===== src/tw_pkg.sv =====
package tw_pkg;

  // Counter and bus geometry
  localparam int CW = 16;
  localparam int AW = 5;
  localparam int DW = 32;

  // Register byte offsets
  localparam logic [AW-1:0] OFS_CTRL_A  = 5'h00;
  localparam logic [AW-1:0] OFS_CTRL_B  = 5'h04;
  localparam logic [AW-1:0] OFS_CMP_A   = 5'h08;
  localparam logic [AW-1:0] OFS_CMP_B   = 5'h0c;
  localparam logic [AW-1:0] OFS_CAPTURE = 5'h10;
  localparam logic [AW-1:0] OFS_STATUS  = 5'h14;
  localparam logic [AW-1:0] OFS_PIN     = 5'h18;
  localparam logic [AW-1:0] OFS_COUNT   = 5'h1c;

  // Field positions in timer_ctrl_a
  localparam int COM_A_LSB  = 6;
  localparam int COM_B_LSB  = 4;
  localparam int WGM_LO_LSB = 0;
  // Field positions in timer_ctrl_b
  localparam int WGM_HI_LSB = 3;
  localparam int RUN_BIT    = 0;
  // Status and pin control bits
  localparam int OVF_BIT    = 0;
  localparam int DDR_A_BIT  = 0;
  localparam int DDR_B_BIT  = 1;
  localparam int PORT_A_BIT = 2;
  localparam int PORT_B_BIT = 3;

  // Fixed TOP values and counter ends
  localparam logic [CW-1:0] TOP_MAX  = 16'hffff;
  localparam logic [CW-1:0] TOP_8    = 16'h00ff;
  localparam logic [CW-1:0] TOP_9    = 16'h01ff;
  localparam logic [CW-1:0] TOP_10   = 16'h03ff;
  localparam logic [CW-1:0] BOTTOM   = 16'h0000;
  localparam logic [CW-1:0] CNT_STEP = 16'h0001;

  // Waveform modes that the channel A toggle depends on
  localparam logic [3:0] MODE_PFC_CAP   = 4'h8;
  localparam logic [3:0] MODE_PC_CMPA   = 4'hb;
  localparam logic [3:0] MODE_FAST_CAP  = 4'he;
  localparam logic [3:0] MODE_FAST_CMPA = 4'hf;

  // Compare-output field codes
  localparam logic [1:0] COM_OFF = 2'h0;
  localparam logic [1:0] COM_TOG = 2'h1;
  localparam logic [1:0] COM_CLR = 2'h2;
  localparam logic [1:0] COM_SET = 2'h3;

  typedef enum logic [1:0] {CLS_NONPWM, CLS_FAST, CLS_DUAL} tw_cls_e;
  typedef enum logic [1:0] {UPD_IMM, UPD_TOP, UPD_BOT} tw_upd_e;
  typedef enum logic [1:0] {OVF_MAX, OVF_TOP, OVF_BOT} tw_ovf_e;
  typedef enum logic [1:0] {SRC_FIXED, SRC_CMPA, SRC_CAP} tw_src_e;

  // Decoded waveform mode
  typedef struct packed {
    tw_cls_e         cls;
    tw_upd_e         upd;
    tw_ovf_e         ovf;
    tw_src_e         src;
    logic [CW-1:0]   top_fix;
  } tw_mode_s;

  // Per-channel controls handed to the waveform unit
  typedef struct packed {
    tw_cls_e    cls;
    logic [1:0] com;
    logic       toggle_ok;
    logic       tick;
    logic       match;
    logic       at_top;
    logic       cmp_eq_top;
    logic       up;
  } tw_wave_in_s;

  // Pin drive pair
  typedef struct packed {
    logic out;
    logic oe;
  } tw_pin_s;

endpackage


===== src/tw_tick_div.sv =====
`timescale 1ns/100ps
module tw_tick_div import tw_pkg::*; #(
  parameter int DIV = 1
) (
  // Clock and reset
  input  wire logic clk_sys,
  input  wire logic reset,
  // Timer clock enable
  output logic      tick
);
  localparam int DCW = (DIV > 1) ? $clog2(DIV) : 1;
  localparam logic [DCW-1:0] LAST = DCW'(DIV - 1);

  typedef struct packed {
    logic [DCW-1:0] cnt;
  } tw_div_st_s;

  tw_div_st_s s_r;
  tw_div_st_s s_nxt;

  // Wrap at the last count so the enable is one cycle wide
  always_comb begin
    s_nxt = s_r;
    s_nxt.cnt = (s_r.cnt == LAST) ? '0 : s_r.cnt + DCW'(1);
  end

  always_ff @(posedge clk_sys or posedge reset) begin
    if (reset) begin
      s_r <= '0;
    end else begin
      s_r <= s_nxt;
    end
  end

  assign tick = (s_r.cnt == LAST);
endmodule // tw_tick_div


===== src/tw_wave_unit.sv =====
`timescale 1ns/100ps
module tw_wave_unit import tw_pkg::*; (
  // Clock and reset
  input  wire logic  clk_sys,
  input  wire logic  reset,
  // Channel controls
  input  tw_wave_in_s ctl,
  // Waveform level and pin takeover
  output logic        wave,
  output logic        connected
);
  typedef struct packed {
    logic wave;
  } tw_wave_st_s;

  tw_wave_st_s s_r;
  tw_wave_st_s s_nxt;

  // Field 00, or 01 where toggling is not allowed, leaves the port alone
  assign connected = (ctl.com != COM_OFF) && ((ctl.com != COM_TOG) || ctl.toggle_ok);

  // Output action per mode class
  always_comb begin
    s_nxt = s_r;
    if (ctl.tick) begin
      case (ctl.cls)
        CLS_NONPWM: begin
          if (ctl.match) begin
            case (ctl.com)
              COM_TOG: s_nxt.wave = ~s_r.wave;
              COM_CLR: s_nxt.wave = 1'b0;
              COM_SET: s_nxt.wave = 1'b1;
              default: s_nxt.wave = s_r.wave;
            endcase
          end
        end
        CLS_FAST: begin
          if (ctl.com[1]) begin
            // TOP action first; a match at TOP is dropped
            if (ctl.at_top) begin
              s_nxt.wave = (ctl.com == COM_CLR);
            end else if (ctl.match && !ctl.cmp_eq_top) begin
              s_nxt.wave = (ctl.com == COM_SET);
            end
          end else if ((ctl.com == COM_TOG) && ctl.toggle_ok && ctl.match) begin
            s_nxt.wave = ~s_r.wave;
          end
        end
        CLS_DUAL: begin
          if (ctl.match) begin
            if (ctl.com[1]) begin
              s_nxt.wave = (ctl.com == COM_SET) ~^ ctl.up;
            end else if ((ctl.com == COM_TOG) && ctl.toggle_ok) begin
              s_nxt.wave = ~s_r.wave;
            end
          end
        end
        default: s_nxt.wave = s_r.wave;
      endcase
    end
  end

  always_ff @(posedge clk_sys or posedge reset) begin
    if (reset) begin
      s_r <= '0;
    end else begin
      s_r <= s_nxt;
    end
  end

  assign wave = s_r.wave;
endmodule // tw_wave_unit


===== src/tw_timer_top.sv =====
// Behaviour
// - Nonzero A field hands pin A to waveform; the code keeps the port for 01 in modes 1..3 and 5..7
// - Nonzero B field hands pin B to waveform; the code keeps the port for 01 in every PWM mode
// - Pin driver enabled only by direction bit
// - Field meaning follows current mode class
// - Field 00 disconnects waveform in every mode
// - Non-PWM match: 01 toggle, 10 low, 11 high
// - Fast PWM 10: clear on match, set TOP
// - Fast PWM 11: set on match, clear TOP
// - Fast PWM 01 toggles A in 14/15 only
// - Fast PWM compare equal TOP: only TOP action
// - Dual-slope 01 toggles A in 8..11 only
// - Dual-slope 10: clear up, set down
// - Dual-slope 11: set up, clear down
// - Mode is low bits here, high bits elsewhere
// - Mode 0 normal, TOP max, immediate, flag MAX
// - Modes 4/12 clear on compare A/capture
// - Fast PWM TOPs, update and flag at TOP
// - Phase correct TOPs, update TOP, flag BOTTOM
// - Modes 8/9 reload and flag at BOTTOM
//
// Our own choices: the Avalon-MM interface to the registers and the register offsets.
`timescale 1ns/100ps
module tw_timer_top import tw_pkg::*; #(
  parameter int PRESCALE = 1
) (
  // Clock and reset
  input  wire logic          clk_sys,
  input  wire logic          reset,
  // Avalon-MM slave
  input  wire logic [AW-1:0] avs_address,
  input  wire logic          avs_read,
  input  wire logic          avs_write,
  input  wire logic [DW-1:0] avs_writedata,
  input  wire logic [3:0]    avs_byteenable,
  output logic [DW-1:0]      avs_readdata,
  output logic               avs_waitrequest,
  // Compare channel pins
  output tw_pin_s            chan_a_wave_out,
  output tw_pin_s            chan_b_wave_out,
  // Overflow flag level
  output logic               overflow_flag
);

  typedef struct packed {
    logic [1:0]    chan_a_out_mode;
    logic [1:0]    chan_b_out_mode;
    logic [1:0]    wave_gen_mode_low;
    logic [1:0]    wave_gen_mode_high;
    logic          run;
    logic [CW-1:0] cmp_buf_a;
    logic [CW-1:0] cmp_buf_b;
    logic [CW-1:0] compare_reg_a;
    logic [CW-1:0] compare_reg_b;
    logic [CW-1:0] capture_reg;
    logic          ovf;
    logic [1:0]    ddr;
    logic [1:0]    port;
    logic [CW-1:0] cnt;
    logic          down;
    logic          ack;
    logic [DW-1:0] rdata;
  } tw_top_st_s;

  tw_top_st_s    s_r;
  tw_top_st_s    s_nxt;
  logic          tick;
  logic          step;
  logic [3:0]    wave_gen_mode;
  tw_mode_s      md;
  logic [CW-1:0] top_v;
  logic          at_top;
  logic          at_bot;
  logic          match_a;
  logic          match_b;
  logic          tog_a;
  logic          tog_b;
  logic          req;
  logic          wr_go;
  logic          wave_a;
  logic          wave_b;
  logic          conn_a;
  logic          conn_b;
  tw_wave_in_s   ctl_a;
  tw_wave_in_s   ctl_b;

  // Mode table; mode 13 is left to fall into normal counting
  function automatic tw_mode_s mode_decode(input logic [3:0] m);
    tw_mode_s d;
    d = '{cls: CLS_NONPWM, upd: UPD_IMM, ovf: OVF_MAX, src: SRC_FIXED, top_fix: TOP_MAX};
    case (m)
      4'h1, 4'h2, 4'h3: begin
        d.cls = CLS_DUAL;
        d.upd = UPD_TOP;
        d.ovf = OVF_BOT;
      end
      4'h4: d.src = SRC_CMPA;
      4'h5, 4'h6, 4'h7: begin
        d.cls = CLS_FAST;
        d.upd = UPD_TOP;
        d.ovf = OVF_TOP;
      end
      4'h8: begin
        d.cls = CLS_DUAL;
        d.upd = UPD_BOT;
        d.ovf = OVF_BOT;
        d.src = SRC_CAP;
      end
      4'h9: begin
        d.cls = CLS_DUAL;
        d.upd = UPD_BOT;
        d.ovf = OVF_BOT;
        d.src = SRC_CMPA;
      end
      4'ha: begin
        d.cls = CLS_DUAL;
        d.upd = UPD_TOP;
        d.ovf = OVF_BOT;
        d.src = SRC_CAP;
      end
      4'hb: begin
        d.cls = CLS_DUAL;
        d.upd = UPD_TOP;
        d.ovf = OVF_BOT;
        d.src = SRC_CMPA;
      end
      4'hc: d.src = SRC_CAP;
      4'he: begin
        d.cls = CLS_FAST;
        d.upd = UPD_TOP;
        d.ovf = OVF_TOP;
        d.src = SRC_CAP;
      end
      4'hf: begin
        d.cls = CLS_FAST;
        d.upd = UPD_TOP;
        d.ovf = OVF_TOP;
        d.src = SRC_CMPA;
      end
      default: d.src = SRC_FIXED;
    endcase
    // Low mode bits pick the fixed 8, 9 or 10 bit TOP
    case (m[1:0])
      2'h1:    if (m[3:2] != 2'h3 && m != 4'h9) d.top_fix = TOP_8;
      2'h2:    if (m[3] == 1'b0) d.top_fix = TOP_9;
      2'h3:    if (m[3] == 1'b0) d.top_fix = TOP_10;
      default: d.top_fix = d.top_fix;
    endcase
    return d;
  endfunction

  // Byte-lane merge for a write into a narrower register
  function automatic logic [DW-1:0] be_merge(input logic [DW-1:0] old,
                                             input logic [DW-1:0] wd,
                                             input logic [3:0]    be);
    logic [DW-1:0] r;
    r = old;
    for (int i = 0; i < 4; i++) begin
      if (be[i]) r[i*8 +: 8] = wd[i*8 +: 8];
    end
    return r;
  endfunction

  // Timer clock enable from the prescale divider
  tw_tick_div #(
    .DIV (PRESCALE)
  ) u_div (
    .clk_sys (clk_sys),
    .reset   (reset),
    .tick    (tick)
  );

  assign step = tick & s_r.run;

  // Full mode joins the two halves held in separate registers
  assign wave_gen_mode = {s_r.wave_gen_mode_high, s_r.wave_gen_mode_low};
  assign md            = mode_decode(wave_gen_mode);

  // TOP source: fixed, compare A or capture
  always_comb begin
    case (md.src)
      SRC_CMPA: top_v = s_r.compare_reg_a;
      SRC_CAP:  top_v = s_r.capture_reg;
      default:  top_v = md.top_fix;
    endcase
  end

  assign at_top  = (s_r.cnt == top_v);
  assign at_bot  = (s_r.cnt == BOTTOM);
  assign match_a = (s_r.cnt == s_r.compare_reg_a);
  assign match_b = (s_r.cnt == s_r.compare_reg_b);

  // Toggle on 01 is legal for both channels in non-PWM modes, and only for channel A in PWM modes 8..11, 14 and 15
  always_comb begin
    case (md.cls)
      CLS_FAST: tog_a = (wave_gen_mode == MODE_FAST_CAP) || (wave_gen_mode == MODE_FAST_CMPA);
      CLS_DUAL: tog_a = (wave_gen_mode >= MODE_PFC_CAP) && (wave_gen_mode <= MODE_PC_CMPA);
      default:  tog_a = 1'b1;
    endcase
  end
  assign tog_b = (md.cls == CLS_NONPWM);

  // Bus handshake: one wait cycle, then the answer
  assign req             = avs_read | avs_write;
  assign wr_go           = avs_write & s_r.ack;
  assign avs_waitrequest = req & ~s_r.ack;
  assign avs_readdata    = s_r.rdata;

  // Next state: bus side first, then the counter so hardware sets win
  always_comb begin
    s_nxt = s_r;
    s_nxt.ack = req & ~s_r.ack;
    s_nxt.rdata = '0;
    if (avs_read && !s_r.ack) begin
      case (avs_address)
        OFS_CTRL_A:  s_nxt.rdata = DW'({s_r.chan_a_out_mode, s_r.chan_b_out_mode,
                                        2'h0, s_r.wave_gen_mode_low});
        OFS_CTRL_B:  s_nxt.rdata = DW'({s_r.wave_gen_mode_high, 2'h0, s_r.run});
        OFS_CMP_A:   s_nxt.rdata = DW'(s_r.cmp_buf_a);
        OFS_CMP_B:   s_nxt.rdata = DW'(s_r.cmp_buf_b);
        OFS_CAPTURE: s_nxt.rdata = DW'(s_r.capture_reg);
        OFS_STATUS:  s_nxt.rdata = DW'(s_r.ovf);
        OFS_PIN:     s_nxt.rdata = DW'({s_r.port, s_r.ddr});
        OFS_COUNT:   s_nxt.rdata = DW'(s_r.cnt);
        default:     s_nxt.rdata = '0;
      endcase
    end

    // Register writes land on the edge that ends the wait
    if (wr_go && avs_byteenable[0]) begin
      case (avs_address)
        OFS_CTRL_A: begin
          s_nxt.chan_a_out_mode   = avs_writedata[COM_A_LSB +: 2];
          s_nxt.chan_b_out_mode   = avs_writedata[COM_B_LSB +: 2];
          s_nxt.wave_gen_mode_low = avs_writedata[WGM_LO_LSB +: 2];
        end
        OFS_CTRL_B: begin
          s_nxt.wave_gen_mode_high = avs_writedata[WGM_HI_LSB +: 2];
          s_nxt.run                = avs_writedata[RUN_BIT];
        end
        OFS_STATUS: if (avs_writedata[OVF_BIT]) s_nxt.ovf = 1'b0;
        OFS_PIN: begin
          s_nxt.ddr[0]  = avs_writedata[DDR_A_BIT];
          s_nxt.ddr[1]  = avs_writedata[DDR_B_BIT];
          s_nxt.port[0] = avs_writedata[PORT_A_BIT];
          s_nxt.port[1] = avs_writedata[PORT_B_BIT];
        end
        default: s_nxt.ovf = s_r.ovf;
      endcase
    end
    if (wr_go) begin
      case (avs_address)
        OFS_CMP_A:   s_nxt.cmp_buf_a   = CW'(be_merge(DW'(s_r.cmp_buf_a), avs_writedata,
                                                      avs_byteenable));
        OFS_CMP_B:   s_nxt.cmp_buf_b   = CW'(be_merge(DW'(s_r.cmp_buf_b), avs_writedata,
                                                      avs_byteenable));
        OFS_CAPTURE: s_nxt.capture_reg = CW'(be_merge(DW'(s_r.capture_reg), avs_writedata,
                                                      avs_byteenable));
        default:     s_nxt.capture_reg = s_r.capture_reg;
      endcase
    end

    // Counting sequence per mode class
    if (step) begin
      if (md.cls == CLS_DUAL) begin
        if (!s_r.down) begin
          if (at_top) begin
            s_nxt.down = 1'b1;
            s_nxt.cnt  = s_r.cnt - CNT_STEP;
          end else begin
            s_nxt.cnt = s_r.cnt + CNT_STEP;
          end
        end else if (at_bot) begin
          s_nxt.down = 1'b0;
          s_nxt.cnt  = s_r.cnt + CNT_STEP;
        end else begin
          s_nxt.cnt = s_r.cnt - CNT_STEP;
        end
      end else begin
        // Single slope restarts from BOTTOM after TOP
        s_nxt.down = 1'b0;
        s_nxt.cnt  = at_top ? BOTTOM : s_r.cnt + CNT_STEP;
      end

      // Overflow point per mode; set beats a same-cycle clear
      case (md.ovf)
        OVF_MAX: if (s_r.cnt == TOP_MAX) s_nxt.ovf = 1'b1;
        OVF_TOP: if (at_top) s_nxt.ovf = 1'b1;
        OVF_BOT: if (at_bot && s_r.down) s_nxt.ovf = 1'b1;
        default: s_nxt.ovf = s_nxt.ovf;
      endcase

      // Buffered compare reload point
      if ((md.upd == UPD_TOP && at_top) || (md.upd == UPD_BOT && at_bot && s_r.down)) begin
        s_nxt.compare_reg_a = s_r.cmp_buf_a;
        s_nxt.compare_reg_b = s_r.cmp_buf_b;
      end
    end

    // Non-buffered modes see compare writes at once
    if (md.upd == UPD_IMM) begin
      s_nxt.compare_reg_a = s_nxt.cmp_buf_a;
      s_nxt.compare_reg_b = s_nxt.cmp_buf_b;
    end

    // A counter write overrides the step it collides with
    if (wr_go && avs_address == OFS_COUNT) begin
      s_nxt.cnt = CW'(be_merge(DW'(s_r.cnt), avs_writedata, avs_byteenable));
    end
  end

  // All control state resets to zero
  always_ff @(posedge clk_sys or posedge reset) begin
    if (reset) begin
      s_r <= '0;
    end else begin
      s_r <= s_nxt;
    end
  end

  // Channel controls for the two waveform units
  assign ctl_a = '{cls: md.cls, com: s_r.chan_a_out_mode, toggle_ok: tog_a, tick: step,
                   match: match_a, at_top: at_top,
                   cmp_eq_top: (s_r.compare_reg_a == top_v), up: ~s_r.down};
  assign ctl_b = '{cls: md.cls, com: s_r.chan_b_out_mode, toggle_ok: tog_b, tick: step,
                   match: match_b, at_top: at_top,
                   cmp_eq_top: (s_r.compare_reg_b == top_v), up: ~s_r.down};

  tw_wave_unit u_wave_a (
    .clk_sys   (clk_sys),
    .reset     (reset),
    .ctl       (ctl_a),
    .wave      (wave_a),
    .connected (conn_a)
  );

  tw_wave_unit u_wave_b (
    .clk_sys   (clk_sys),
    .reset     (reset),
    .ctl       (ctl_b),
    .wave      (wave_b),
    .connected (conn_b)
  );

  // Pin mux; the direction bit alone decides whether the pin is driven
  assign chan_a_wave_out.out = conn_a ? wave_a : s_r.port[0];
  assign chan_b_wave_out.out = conn_b ? wave_b : s_r.port[1];
  assign chan_a_wave_out.oe  = s_r.ddr[0];
  assign chan_b_wave_out.oe  = s_r.ddr[1];
  assign overflow_flag       = s_r.ovf;
endmodule // tw_timer_top


===== config.mk =====
export PLATFORM = sky130hd
export DESIGN_NAME = tw_timer_top
export DESIGN_NICKNAME = d
export VERILOG_FILES = /design/src/tw_pkg.sv /design/src/tw_tick_div.sv /design/src/tw_wave_unit.sv /design/src/tw_timer_top.sv
export SDC_FILE = /design/constraint.sdc
export NUM_CORES = 1
export LEC_CHECK = 0
export ABC_AREA = 1
export BUFFER_PORTS_ARGS = -buffer_cell sky130_fd_sc_hd__buf_2
export CAP_MARGIN = 40
export CORE_MARGIN = 5
export CORE_UTILIZATION = 55
export CTS_CLUSTER_SIZE = 30
export DETAILED_ROUTE_END_ITERATION = 8
export PLACE_DENSITY = 0.74
export SLEW_MARGIN = 25
export SYNTH_ARGS = -nofsm -noshare
export SYNTH_HDL_FRONTEND = slang
export SYNTH_SLANG_ARGS = --single-unit

===== constraint.sdc =====
create_clock -name clk_sys -period 4.7 [get_ports clk_sys]
set_clock_uncertainty 0.1 [all_clocks]
set_input_delay 0.94 -clock clk_sys [delete_from_list [all_inputs] [get_ports clk_sys]]
set_output_delay 0.94 -clock clk_sys [all_outputs]
set_load 0.05 [all_outputs]

======== After elaboration in Yosys (flattened, before gate mapping) ========
Index checks and enable logic that the tools add are counted.
operators by class
  reduce and logical (&&, ||, !) cells .... 50
  add/subtract/negate cells ............... 3
  equality and inequality tests ........... 62
  multiply operators ...................... 0
  mux-type cells .......................... 63
  $lt $le $gt $ge ......................... 2
  bitwise operators ....................... 11
  divide/modulo/power cells ............... 0
  shifts and indexed selects .............. 0
operators by type and width
  operator                                                                  number
  16-bit two-way mux                                                        10
  32-bit two-way mux                                                        4
  16-bit case mux with 8 select lines                                       1
  16-bit equality test                                                      5
  17-bit two-way mux                                                        3
  8-bit two-way mux                                                         6
  16-bit case mux with 3 select lines                                       1
  16-bit case mux with 2 select lines                                       1
  4-bit equality test (second input constant)                               7
  1-bit two-way mux                                                         27
  2-bit equality test (second input constant)                               10
  5-bit equality test (second input constant)                               4
  6-bit case mux with 3 select lines                                        1
  1-bit logical AND                                                         17
  16-bit by 1-bit adder with 16-bit output (second input constant)          1
  16-bit equality test (second input constant)                              1
  4-bit by 3-bit equality test with 1-bit output (second input constant)    4
  16-bit zero test                                                          1
  8-bit AND reduction                                                       2
  16-bit by 1-bit subtractor with 16-bit output (second input constant)     1
  1-bit case mux with 3 select lines                                        5
  2-bit by 1-bit equality test with 1-bit output (second input constant)    7
  2-bit inequality test (second input constant)                             7
  3-bit by 2-bit inequality test with 1-bit output (second input constant)  4
  other kinds (30)                                                          61
storage, ports and cells
  memories ................................ 0
  latch bits .............................. 0
  output and inout port bits .............. 38
  RAM bits ................................ 0
  register bits after elaboration ......... 147
  ROM bits ................................ 0

======== Logic depth before layout (Yosys ltp) ========
  depth after elaboration ................. 12
  gate-level depth with buffers ........... 20

======== Modules after synthesis ========
Synthesis repeated with hierarchy kept, for this count alone.
second synthesis, totals
  cell total of the unflattened synthesis .. 1265
  area, all modules ....................... 8918.6 µm²
by module, submodules not included
  module        area each (µm²)  times used  sequential area each (µm²)  cells each
  tw_timer_top  8391.8           1           3203.1                      1167
  tw_wave_unit  257.7            2           25.0                        48
  tw_tick_div   11.3             1           0.0                         2

======== Worst setup path before layout ========
OpenSTA, ideal clock, no wires.
  kind .................................... register -> output
  start point ............................. reg s_r[137] (netlist name)
  end point ............................... out chan_a_wave_out[1] (netlist name)
  buffers on the path ..................... 1
  cell stages (with the launch flop) ...... 10
  arrival ................................. 2.818 ns
  path slack .............................. 0.842 ns
  required time ........................... 3.660 ns
  path through ............................ dfrtp_1 -> buf_4 -> o21ai_0 -> inv_1 -> ha_1 -> inv_1 -> o21ai_0 -> o21ai_0 -> nand2_1 -> o21ai_0
RTL lines
  what                    RTL line             source
  from (decl)             tw_timer_top.sv:65   tw_top_st_s s_r;
  from (signal assigned)  tw_timer_top.sv:317  s_r <= s_nxt;
  to (decl)               tw_timer_top.sv:39   output tw_pin_s chan_a_wave_out,

==> impl_metrics.tcl <==
set metrics [dict create \
    ff2ff_setup_slack_ns 1.23 \
    cp.required_ns 3.66 \
    cts.clk_slew.worst_paths_ns 0.06 \
    gp_congestion 0.9529 \
    die-area_um2 18650 \
    hold_violations 0 \
    htreeDepth 4 \
    synth-edff-count 0 \
    tritoncts "done" \
    rsz0062_at_grt "no" \
    grt_pass1_vias 7817 \
    numPortBuffers 48 \
    placementRows 46 \
    clock-root-buffer "clkbuf_16" \
    fillers 1493 \
    drt_first_pass_iters 6 \
    clkSinkCount 130 \
    rr_startpoint "s_r[138]$_DFFE_PP0P_" \
    min_to "chan_a_wave_out[0]$_DFFE_PP0P_" \
    yosysWarnings 0 \
    ys.flop_type "dfrtp_1" \
    ir_drop_v 0.0003070 \
    drc 0 \
    synth_top_cell_by_area "dfrtp_1" \
    power_density_nw_per_um2 530.2 \
    yosys.area.top_type_share_pct 36.93 \
    initial_core_util_pct 55.86 \
    drt-total-wl_um 27170 \
    cp-end-kind "output port" \
    total_power_w 0.005091 \
    hp-class "register to register" \
    setup_violations 0 \
    mappedNetlistArea_um2 8808 \
    crit_path_cell_trace "nor2_1 > inv_1 > o21ai_0 > inv_1 > ha_1 > inv_1 > o21ai_0 > o21ai_0 > nand2_1 > o21ai_0 > buf_2" \
    hpwlAfterDp_um 19820 \
    holdPathStages 2 \
    fmaxAchievable_mhz 249.8 \
    antenna_found_initial 0 \
    syn_avg_cell_area_um2 7.041 \
    core_area_um2 15770 \
    grt_max_degree 79 \
    cp_slowest_stage_delay_ns 0.44 \
    start_kind "register" \
    fp.dieW_um 136.6 \
    antenna_cells 0 \
    clock_path_buffers 2 \
    r2r_end "s_r[97]$_DFFE_PP0P_" \
    fin_crit_ns 4.003 \
    die_height_um 136.6 \
    r2r_cells 18 \
    cts_setup_buffers 0 \
    globalRouteOverflowTotal 0 \
    grt_usage_pct 29.99 \
    vias_per_cell 5.814 \
    yosysSeqAreaShare_pct 36.93 \
    area_delta_synth_final_pct 9.006 \
    cpMostUsedCell "o21ai_0" \
    critPathKind "register to output port" \
    cpMaxStageDelayCell "dfrtp_1" \
    layout.nets 1314 \
    whs_ns 0.4113 \
    synth_most_common_cell "nand2_1" \
    crit_fanout 7 \
    drtIter0Drc 950 \
    ctsHoldBuffers 0 \
    syn_inst 1251 \
    worstPathArrival_ns 2.96 \
    fin_setup_tns_ns 0 \
    drive_gt1_share_pct 11.21 \
    outcome "complete, no violations" \
    clk_latency_ns 0.44 \
    async_flop_share_pct 100.0 \
    grt_pass1_wl_um 42440 \
    relSlewSlack_pct 46.03 \
    numCtsBuffers 17 \
    fin_crit_sh_pct 85.17 \
    min-delay-start "chan_a_wave_out[0]$_DFFE_PP0P_" \
    synthTopCellsByArea "dfrtp_1 37%, nand2_1 15%, inv_1 5.6%, nand3_1 5.4%, xor2_1 5.1%" \
    postRouteAntennaNets 0 \
    tightest_slew_ns 0.8066 \
    wl_per_cell_um 18.21 \
    num_vias 8675 \
    leakage_nw 4.664 \
    cap_violations 0 \
    critPathTopFamily "compound AO/OA/AOI/OAI gates" \
    io_pins 83 \
    ys_seq_elements 130 \
    maxSlewViolCount 0 \
    yosysUniqueCellTypes 39 \
    synth_common_cells "346 x nand2_1, 132 x inv_1, 130 x dfrtp_1, 95 x nand3_1, 94 x nor2_1" \
    cts-resized-gates 0 \
    crit_buf_inv 4 \
]
-- final cells by class --
cell class,instances,area [um2],share of cell area [%]
sequential,130,3253,33.88
multi-input combinational,909,4556,47.45
inverter,144,545.5,5.682
clock inverter,13,171.4,1.785
clock buffer,19,442.9,4.613
tap,216,270.3,2.815
timing repair buffer,61,362.8,3.779
-- flip-flops by register name (all words and copies together) (netlist names) --
name / count
u_wave_a.wave: 1
ctl_a: 2
u_wave_b.wave: 1
s_r: 105
chan_a_wave_out: 1
chan_b_wave_out: 1
ctl_b: 2
avs_readdata: 16
overflow_flag: 1
-- where the power goes --
group	leakage [nW]	switching (W)	total, W	internal, W
sequential	1.45	0.000428	0.00183	0.00140
combinational	2.92	0.00118	0.00185	0.000664
clock	0.296	0.000557	0.00141	0.000858
total	4.66	0.00217	0.00509	0.00292
-- worst max path at each step --
stage	from	slack (ns)	depth (start not counted)	endpoint
after global routing	s_r[138]$_DFFE_PP0P_	0.55	11	chan_a_wave_out[1]
after global placement	avs_address[1]	1.17	11	s_r[99]$_DFFE_PP0P_
final	s_r[138]$_DFFE_PP0P_	0.70	11	chan_a_wave_out[1]
after CTS	s_r[138]$_DFFE_PP0P_	0.76	11	chan_a_wave_out[1]
after detailed placement	avs_address[1]	1.13	11	s_r[88]$_DFFE_PP0P_
after floorplan	reset	0.19	1	avs_readdata[0]$_DFF_PP0_
-- worst reg2reg max path, delay by kind of cell, from the launching register on --
kind / cells / cell delay [ns]
simple gates: 13 / 1.96
buf+inv: 3 / 0.64
flops: 1 / 0.44
compound gates: 2 / 0.23
-- logic make-up (layout without fill, tap and decap cells) --
logic type / Yosys count / after routing / synth area share, %
muxes: 3 / 3 / 0.3835
other: 1 / 16 / 0.04257
and+or+nand+nor: 595 / 595 / 28.62
xor gates and xnor gates: 58 / 58 / 5.767
DFF: 130 / 130 / 36.93
AOI/OAI and AO/OA: 231 / 231 / 15.41
buffers and inverters: 227 / 237 / 11.99
adders and majority gates: 6 / 6 / 0.8523
-- per-layer routing --
layer	global-route usage [%]	wire length [um]	vias up	share of wire, %
met5	0	0	-	0
met4	13.94	1307	0	4.8
met3	5.625	2353	96	8.7
met2	47.56	12470	447	46
met1	39.88	11040	4077	41
li1	-	-	4055	-
-- per-stage QoR --
step	area, um2	worst slack, ns	std cells	util (%)
2_1_floorplan	8865	0.1907	1266	-
3_3_place_gp	8967	1.169	1459	56.86
3_5_place_dp	8967	1.134	1459	56.86
4_1_cts	9582	0.7608	1491	60.76
5_1_grt	9602	0.5488	1492	60.89
6_report	9602	0.6969	1492	60.89
-- placed cells by master (no fill, tap or decap), types with 2 or more instances in the layout --
master / instances
a211oi_1: 3
a21oi_1: 50
a221oi_1: 12
buf_12: 2
buf_2: 48
buf_4: 11
bufinv_16: 3
clkbuf_16: 17
clkinv_1: 5
clkinvlp_4: 2
conb_1: 16
dfrtp_1: 130
ha_1: 6
inv_1: 131
inv_2: 7
inv_6: 7
mux2_2: 3
nand2_1: 346
nand2_2: 11
nand2_4: 2
nand3_1: 95
nand3_2: 4
nand4_1: 12
nor2_1: 94
nor2_2: 5
nor2_4: 2
nor3_1: 17
nor4_1: 5
o21ai_0: 77
o21ai_1: 10
o21ai_2: 14
o22ai_1: 61
xnor2_1: 7
xor2_1: 51
Power figures use the tool's default switching activity.
